## src/logic/dpps_consts.svh

```systemverilog
// Timing counts and field widths for the power park sequencer.
// Assumes a 100 MHz system clock; included by the package and the design.
`ifndef DPPS_CONSTS_SVH
`define DPPS_CONSTS_SVH

`define DPPS_CLK_PERIOD_NS 10
`define DPPS_NORM_PARK_MS 20
`define DPPS_FAST_PARK_US 32
// Longest times round down to whole cycles
`define DPPS_NORM_PARK_CYC ((`DPPS_NORM_PARK_MS * 1000000) / `DPPS_CLK_PERIOD_NS)
`define DPPS_FAST_PARK_CYC ((`DPPS_FAST_PARK_US * 1000) / `DPPS_CLK_PERIOD_NS)
// Cycles kept in hand for the pin synchroniser latency
`define DPPS_SYNC_MARGIN 8
`define DPPS_CNT_W 21
`define DPPS_GPIO_W 20
`define DPPS_LED_W 2

`endif

```

## src/logic/dpps_pkg.sv

```systemverilog
// Types shared by the power park sequencer.
// Assumes dpps_consts.svh is on the include path.
`include "dpps_consts.svh"

package dpps_pkg;

  typedef enum logic [2:0] {
    S_PLL_LOCK = 3'h0,
    S_FLASH_LOAD = 3'h1,
    S_RUN = 3'h2,
    S_NORM_PARK = 3'h3,
    S_FAST_PARK = 3'h4,
    S_PARKED = 3'h5
  } dpps_state_t;

  typedef struct packed {
    logic clk;
    logic dout;
    logic cs_a_n;
    logic cs_b_n;
  } dpps_flash_t;

  // Three-stage pin synchroniser plus the agreed (filtered) level
  typedef struct packed {
    logic s1;
    logic s2;
    logic s3;
    logic f;
  } dpps_sync_t;

  typedef struct packed {
    dpps_state_t state;
    logic [`DPPS_CNT_W-1:0] cnt;
    dpps_sync_t park_n;
    dpps_sync_t proj_req;
    dpps_sync_t pll_lock;
    logic io_en;
    logic irq;
    logic load_start;
    logic den;
    logic [`DPPS_LED_W-1:0] led;
    dpps_flash_t flash;
    logic [`DPPS_GPIO_W-1:0] gpio;
    logic [`DPPS_GPIO_W-1:0] gpio_oe;
  } dpps_regs_t;

endpackage

```

## src/logic/dpps_sequencer.sv

```systemverilog
// Power-up initialisation and mirror park sequencer of the controller.
// Assumes rst_b_i is the controller reset pin, already in the clk_i domain;
// park and power request pins and PLL lock arrive from outside the domain.
`timescale 1ns/10ps
`include "dpps_consts.svh"

// How it works
// - Power request falling while running starts a normal park that ends within 20 ms.
// - Fast park request low starts a fast mirror park.
// - Flash pins and general-purpose lines float while reset is held.
// - LED selects and mirror drive enable are low during reset.
// - After reset release, lock the PLL first, then load from flash.
// - Flash, GPIO and host interrupt I/Os become active one edge after reset is released.
// - Host interrupt is driven high right after reset release.
// - Host interrupt is driven low once initialisation is done.
// - Reset asserted stops driving the host interrupt line.
module dpps_sequencer
  import dpps_pkg::*;
#(
  parameter int NORM_PARK_CYC = `DPPS_NORM_PARK_CYC,
  parameter int FAST_PARK_CYC = `DPPS_FAST_PARK_CYC
) (
  input wire logic clk_i,
  input wire logic rst_b_i,
  input wire logic projector_power_request_i,
  input wire logic fast_park_request_n_i,
  input wire logic pll_locked_i,
  input wire logic flash_load_done_i,
  input wire dpps_flash_t flash_core_i,
  input wire logic [`DPPS_LED_W-1:0] led_select_core_i,
  input wire logic [`DPPS_GPIO_W-1:0] gpio_core_i,
  input wire logic [`DPPS_GPIO_W-1:0] gpio_core_oe_i,
  output logic flash_load_start_o,
  output dpps_flash_t flash_pins_o,
  output logic flash_pins_oe_o,
  output logic [`DPPS_GPIO_W-1:0] gpio_o,
  output logic [`DPPS_GPIO_W-1:0] gpio_oe_o,
  output logic led_select_a_o,
  output logic led_select_b_o,
  output logic mirror_drive_enable_n_o,
  output logic host_irq_o,
  output logic host_irq_oe_o,
  output logic parked_o
);

  // ********************************
  // Elaboration checks
  // ********************************
  if (NORM_PARK_CYC >= (2 ** `DPPS_CNT_W) ||
      NORM_PARK_CYC <= `DPPS_SYNC_MARGIN) begin : g_bad_norm
    $error("NORM_PARK_CYC out of range");
  end
  if (FAST_PARK_CYC >= NORM_PARK_CYC ||
      FAST_PARK_CYC <= `DPPS_SYNC_MARGIN) begin : g_bad_fast
    $error("FAST_PARK_CYC out of range");
  end

  localparam logic [`DPPS_CNT_W-1:0] NORM_END =
    `DPPS_CNT_W'(NORM_PARK_CYC - `DPPS_SYNC_MARGIN);
  localparam logic [`DPPS_CNT_W-1:0] FAST_END =
    `DPPS_CNT_W'(FAST_PARK_CYC - `DPPS_SYNC_MARGIN);
  // Longest stay in a park state: deadline less sync, entry and exit
  localparam logic [`DPPS_CNT_W-1:0] NORM_AGE_MAX =
    `DPPS_CNT_W'(NORM_PARK_CYC - 6);
  localparam logic [`DPPS_CNT_W-1:0] FAST_AGE_MAX =
    `DPPS_CNT_W'(FAST_PARK_CYC - 6);

  dpps_regs_t q;
  dpps_regs_t d;

  // Level counts once the second and third stages agree
  function automatic dpps_sync_t sync_step(dpps_sync_t s, logic pin);
    dpps_sync_t n;
    n.s1 = pin;
    n.s2 = s.s1;
    n.s3 = s.s2;
    n.f = (s.s2 == s.s3) ? s.s2 : s.f;
    return n;
  endfunction

  // ********************************
  // Next state
  // ********************************
  always_comb begin
    d = q;
    d.load_start = 1'b0;
    d.park_n = sync_step(q.park_n, fast_park_request_n_i);
    d.proj_req = sync_step(q.proj_req, projector_power_request_i);
    d.pll_lock = sync_step(q.pll_lock, pll_locked_i);
    d.flash = flash_core_i;
    d.gpio = gpio_core_i;
    d.gpio_oe = gpio_core_oe_i;
    d.led = '0;
    d.io_en = 1'b1;
    unique case (q.state)
      S_PLL_LOCK: begin
        d.irq = 1'b1;
        if (q.pll_lock.f) begin
          d.state = S_FLASH_LOAD;
          d.load_start = 1'b1;
        end
      end
      S_FLASH_LOAD: begin
        if (flash_load_done_i) begin
          d.state = S_RUN;
          d.irq = 1'b0;
          d.den = 1'b1;
        end
      end
      S_RUN: begin
        d.led = led_select_core_i;
        if (q.proj_req.f && !d.proj_req.f) begin
          d.state = S_NORM_PARK;
          d.cnt = '0;
        end
      end
      S_NORM_PARK: begin
        d.cnt = q.cnt + 1'b1;
        if (q.cnt == NORM_END) begin
          d.state = S_PARKED;
          d.den = 1'b0;
        end
      end
      S_FAST_PARK: begin
        d.cnt = q.cnt + 1'b1;
        if (q.cnt == FAST_END) begin
          d.state = S_PARKED;
          d.den = 1'b0;
        end
      end
      S_PARKED: begin
        d.den = 1'b0;
      end
      default: begin
        d.state = S_PARKED;
        d.den = 1'b0;
      end
    endcase
    if (!q.park_n.f && (q.state == S_PLL_LOCK || q.state == S_FLASH_LOAD ||
        q.state == S_RUN || q.state == S_NORM_PARK)) begin
      d.state = S_FAST_PARK;
      d.cnt = '0;
      d.load_start = 1'b0;
    end
    // Park input assumed high at release, so its stages start high
    if (!rst_b_i) begin
      d = '0;
      d.park_n = '1;
    end
  end

  always_ff @(posedge clk_i) begin
    q <= d;
  end

  // ********************************
  // Outputs
  // ********************************
  // Reset gates the enables directly so the pins float from the first
  // cycle of reset rather than one edge later.
  // Float in reset; LED selects and mirror enable go low
  assign flash_pins_oe_o = q.io_en && rst_b_i;
  assign gpio_oe_o = (q.io_en && rst_b_i) ? q.gpio_oe : '0;
  assign host_irq_oe_o = q.io_en && rst_b_i;
  assign led_select_a_o = q.led[0] && rst_b_i;
  assign led_select_b_o = q.led[1] && rst_b_i;
  assign mirror_drive_enable_n_o = q.den && rst_b_i;
  assign flash_pins_o = q.flash;
  assign gpio_o = q.gpio;
  assign host_irq_o = q.irq;
  assign flash_load_start_o = q.load_start;
  assign parked_o = (q.state == S_PARKED);

  // Park ages kept apart from the state counter, so the deadline
  // checks do not lean on the logic that they watch
  logic [`DPPS_CNT_W-1:0] norm_age_q;
  logic [`DPPS_CNT_W-1:0] fast_age_q;

  always_ff @(posedge clk_i) begin
    if (rst_b_i && q.state == S_NORM_PARK) begin
      norm_age_q <= norm_age_q + 1'b1;
    end else begin
      norm_age_q <= '0;
    end
    if (rst_b_i && q.state == S_FAST_PARK) begin
      fast_age_q <= fast_age_q + 1'b1;
    end else begin
      fast_age_q <= '0;
    end
  end
endmodule

```

## config.mk

```make
export PLATFORM = sky130hd
export DESIGN_NAME = dpps_sequencer
export DESIGN_NICKNAME = d
export VERILOG_FILES = /design/src/logic/dpps_pkg.sv /design/src/logic/dpps_sequencer.sv
export VERILOG_INCLUDE_DIRS = /design/src /design/src/logic
export SDC_FILE = /design/constraint.sdc
export NUM_CORES = 1
export LEC_CHECK = 0
export ABC_AREA = 1
export BUFFER_PORTS_ARGS = -buffer_cell sky130_fd_sc_hd__buf_2
export CORE_MARGIN = 2
export CORE_UTILIZATION = 41
export DETAILED_ROUTE_END_ITERATION = 7
export GPL_TIMING_DRIVEN = 0
export PLACE_DENSITY = 0.62
export SLEW_MARGIN = 20
export SYNTH_ARGS = -nofsm -noshare
export SYNTH_HDL_FRONTEND = slang
export SYNTH_SLANG_ARGS = --single-unit
```

## constraint.sdc

```tcl
create_clock -name clk_i -period 2.6 [get_ports clk_i]
set_clock_uncertainty 0.1 [all_clocks]
set_input_delay 0.78 -clock clk_i [delete_from_list [all_inputs] [get_ports clk_i]]
set_output_delay 0.78 -clock clk_i [all_outputs]
set_load 0.01 [all_outputs]
```

==> results.tsv <==
stage	metric	value	unit
detailed_routing	drt drc	0	
clock_tree	Num Clock Sinks	86	
setup_path	Reg2Reg Launch Point	q[63]	
die	io pins	104	
timing	Pins Over Slew Limit	0	
final_layout	layout cells sized above 1	26.57	%
clock_tree	Clock Path Buffers	2	
global_routing	GRT Util Overall	16.53	%
die	die height	98.98	um
clock_tree	clock network latency to the later pin of the worst-skew pair	360	ps
power	PD cells	608.3	nW/um^2
die	core area	8721	um^2
setup_path	Critical Path AT	1620	ps
detailed_routing	DRT iter0 DRCs	121	
final_layout	synthesis-to-layout area growth	23.17	%
worst_hold_path	hold endpoint	q[56]	
detailed_routing	first drt pass iteration count	6	
timing	Hold Vio Cnt, Final	0	
detailed_routing	remaining antenna violation count	0	
outcome	outcome	complete, no violations	
clock_tree	CTS Buf Count	9	
power	VDD IR max	0.3172	mV
detailed_routing	wire per inst	10.58	um
global_routing	initial antenna violation count	0	
detailed_routing	DR vias	3301	
setup_path	r2r setup slk	730	ps
clock_tree	clock tree root driver cell	clkbuf_8	
synth	post-synthesis cell area	3699	um^2
job	Max-Cap Viols	0	
timing	RSZ-0062 raised after global routing	no	
timing	crit share post-route	96.04	%
synth	Ys Warns	0	
clock_tree	CTS Hold Bufs	0	
die	std cell rows	34	
setup_path	FF-to-FF End	q[72]	
worst_hold_path	Hold Path Class	reg -> reg	
setup_path	Startpoint Class	input port	
global_routing	total congestion overflow	0	
power	total power draw	0.002771	W
setup_path	Worst Setup SP	rst_b_i	
placed_design	final RePlAce weighted congestion	0.8967	
placed_design	HPWL Detailed	5967	um
synth	sequential cell area fraction in the yosys report	46.55	%
power	Leakage	2.432	nW
setup_path	worst-path fanout max	12	
synth	syn nets	572	
worst_hold_path	Hold Path Depth	2	
timing	endpoints failing setup	0	
clock_tree	Post-CTS Setup Inserts	0	
final_layout	final net count	685	
placed_design	port bufs	103	
setup_path	critical path class	in -> out	
setup_path	crit-path max cell delay	220	ps
setup_path	r2r worst-path depth	8	
detailed_routing	DR vias/cell	4.437	
global_routing	largest net degree at the start of global routing	17	
clock_tree	TritonCTS clock tree	yes	
synth	synthesized area per cell	7.140	um^2
die	Initial Util	42.41	%
synth	number of synthesized register bits	86	
timing	WHS	317.1	ps
final_layout	Antenna diodes	0	
timing	achievable clock frequency	400.5	MHz
worst_hold_path	Hold Path Origin	q[57]	
setup_path	critical path cell sequence	buf_2 > nand2_1 > buf_2 > inv_1 > buf_4 > buf_2	
die	die width	98.98	um
timing	relative slew slack	60.88	%
timing	measured slew at the worst slew-check pin	586.9	ps
setup_path	Crit-path slowest cell	buf_2	
global_routing	first-pass GRT wire length	13080	um
setup_path	Worst Setup End Kind	output pin	
global_routing	vias in the first global route	3017	
synth	post-synth cell types	31	
die	Die ar.	9797	um^2
detailed_routing	Total Wirelength	7871	um
clock_tree	htree depth	3	
timing	Min Clock Period, post-route	2497	ps
setup_path	Most common cell on crit path	buf_2	
synth	Mapped Cells	518	
setup_path	required time of the critical path	1720	ps
clock_tree	clock slew at reported path FFs	90	ps
## flip-flops by register name (all words and copies together), names as in the netlist
name and count:
q 60, flash_load_start_o 1, gpio_o 20, host_irq_o 1
flash_pins_o 4
## worst max-delay path, delay by kind of cell
family | cells | cell delay (ps)
simple gates | 1 | 120
buf+inv | 5 | 720
## cell usage after synthesis, drive strengths merged
cell,instances,area (um^2)
or2,3,18.77
nand2,133,509.2
ha,2,25.02
nand3,21,120.1
clkbuf,9,33.78
nor2,57,246.5
inv,109,409.1
o21bai,1,7.510
a211oi,4,30.03
nand3b,2,15.01
buf,28,203.9
nor3b,3,22.52
nor3,10,55.05
o22ai,1,6.260
nor4,2,12.51
o21ai,12,60.06
dfxtp,86,1722
a21oi,28,151.4
a221oi,1,8.760
o211ai,3,22.52
nand4,3,18.77
## stage by stage
stage | cells | area [um^2] | TNS [ps] | setup slack (ps) | util, %
floorplan | 518 | 3699 | 0 | 106.2 | -
global placement | 729 | 4349 | -5089 | -310.9 | 49.87
detailed placement | 729 | 4349 | -5070 | -313.5 | 49.87
CTS | 744 | 4553 | 0 | 47.97 | 52.21
global route | 744 | 4556 | 0 | 4.159 | 52.24
finish | 744 | 4556 | 0 | 103.0 | 52.24
## where the power goes
group / internal (W) / switching (W)
sequential: 0.00138 / 0.0000339
combinational: 0.000161 / 0.000228
clock: 0.000459 / 0.000506
## how the worst max path moves through the flow
stage	end	depth (start not counted)	slack, ps
4_1_cts	gpio_oe_o[4]	5	50
5_1_grt	host_irq_oe_o	6	4
3_3_place_gp	host_irq_oe_o	7	-310
2_1_floorplan	host_irq_oe_o	5	110
6_report	host_irq_oe_o	6	100
3_5_place_dp	host_irq_oe_o	7	-310
## cell families after synthesis
| family | Yosys count | share of synthesized area, % |
|---|---|---|
| AO/OA/AOI/OAI | 50 | 7.747 |
| adder cells (fa/ha/maj) | 2 | 0.6765 |
| buffers and inverters | 146 | 17.49 |
| flip-flops | 86 | 46.55 |
| AND/OR/NAND/NOR | 234 | 27.54 |
## cell usage in the layout (no fill, tap or decap), types with 4 or more instances in the layout
cell      netlist  routed
inv_1         106     106
clkbuf_1        9       5
nand3_1        18      18
nand2_1       131     131
nor2_1         50      50
a21oi_1        27      27
nor3_1          9       9
dfxtp_1        86      86
clkbuf_8        0       9
buf_4          26      26
buf_2           1     105
o21ai_0        12      12
nor2_2          4       4
a211oi_1        4       4
## layout make-up
class / count / area [um^2]
plain buffers: 36 / 237.7
clock buffers: 9 / 123.9
clock inverters: 7 / 82.58
fillers: 904 / 4165
inverters: 109 / 409.1
multi-input cells: 286 / 1330
flip-flops and latches: 86 / 1722
well taps: 108 / 135.1
repair buffers: 103 / 515.5
## layer usage
layer	part of all wire, %	up-vias	global-route usage (%)
met1	47	1423	21.42
li1	-	1754	-
met3	8.0	10	3.475
met5	0	-	0
met4	1.7	0	6.639
met2	44	114	26.92
## repair_timing
item	CTS	global route
gates resized for setup	1	5
setup endpoints to repair	23	12
cloned	0	0
pin swaps	0	0
Power figures use the tool's default switching activity.
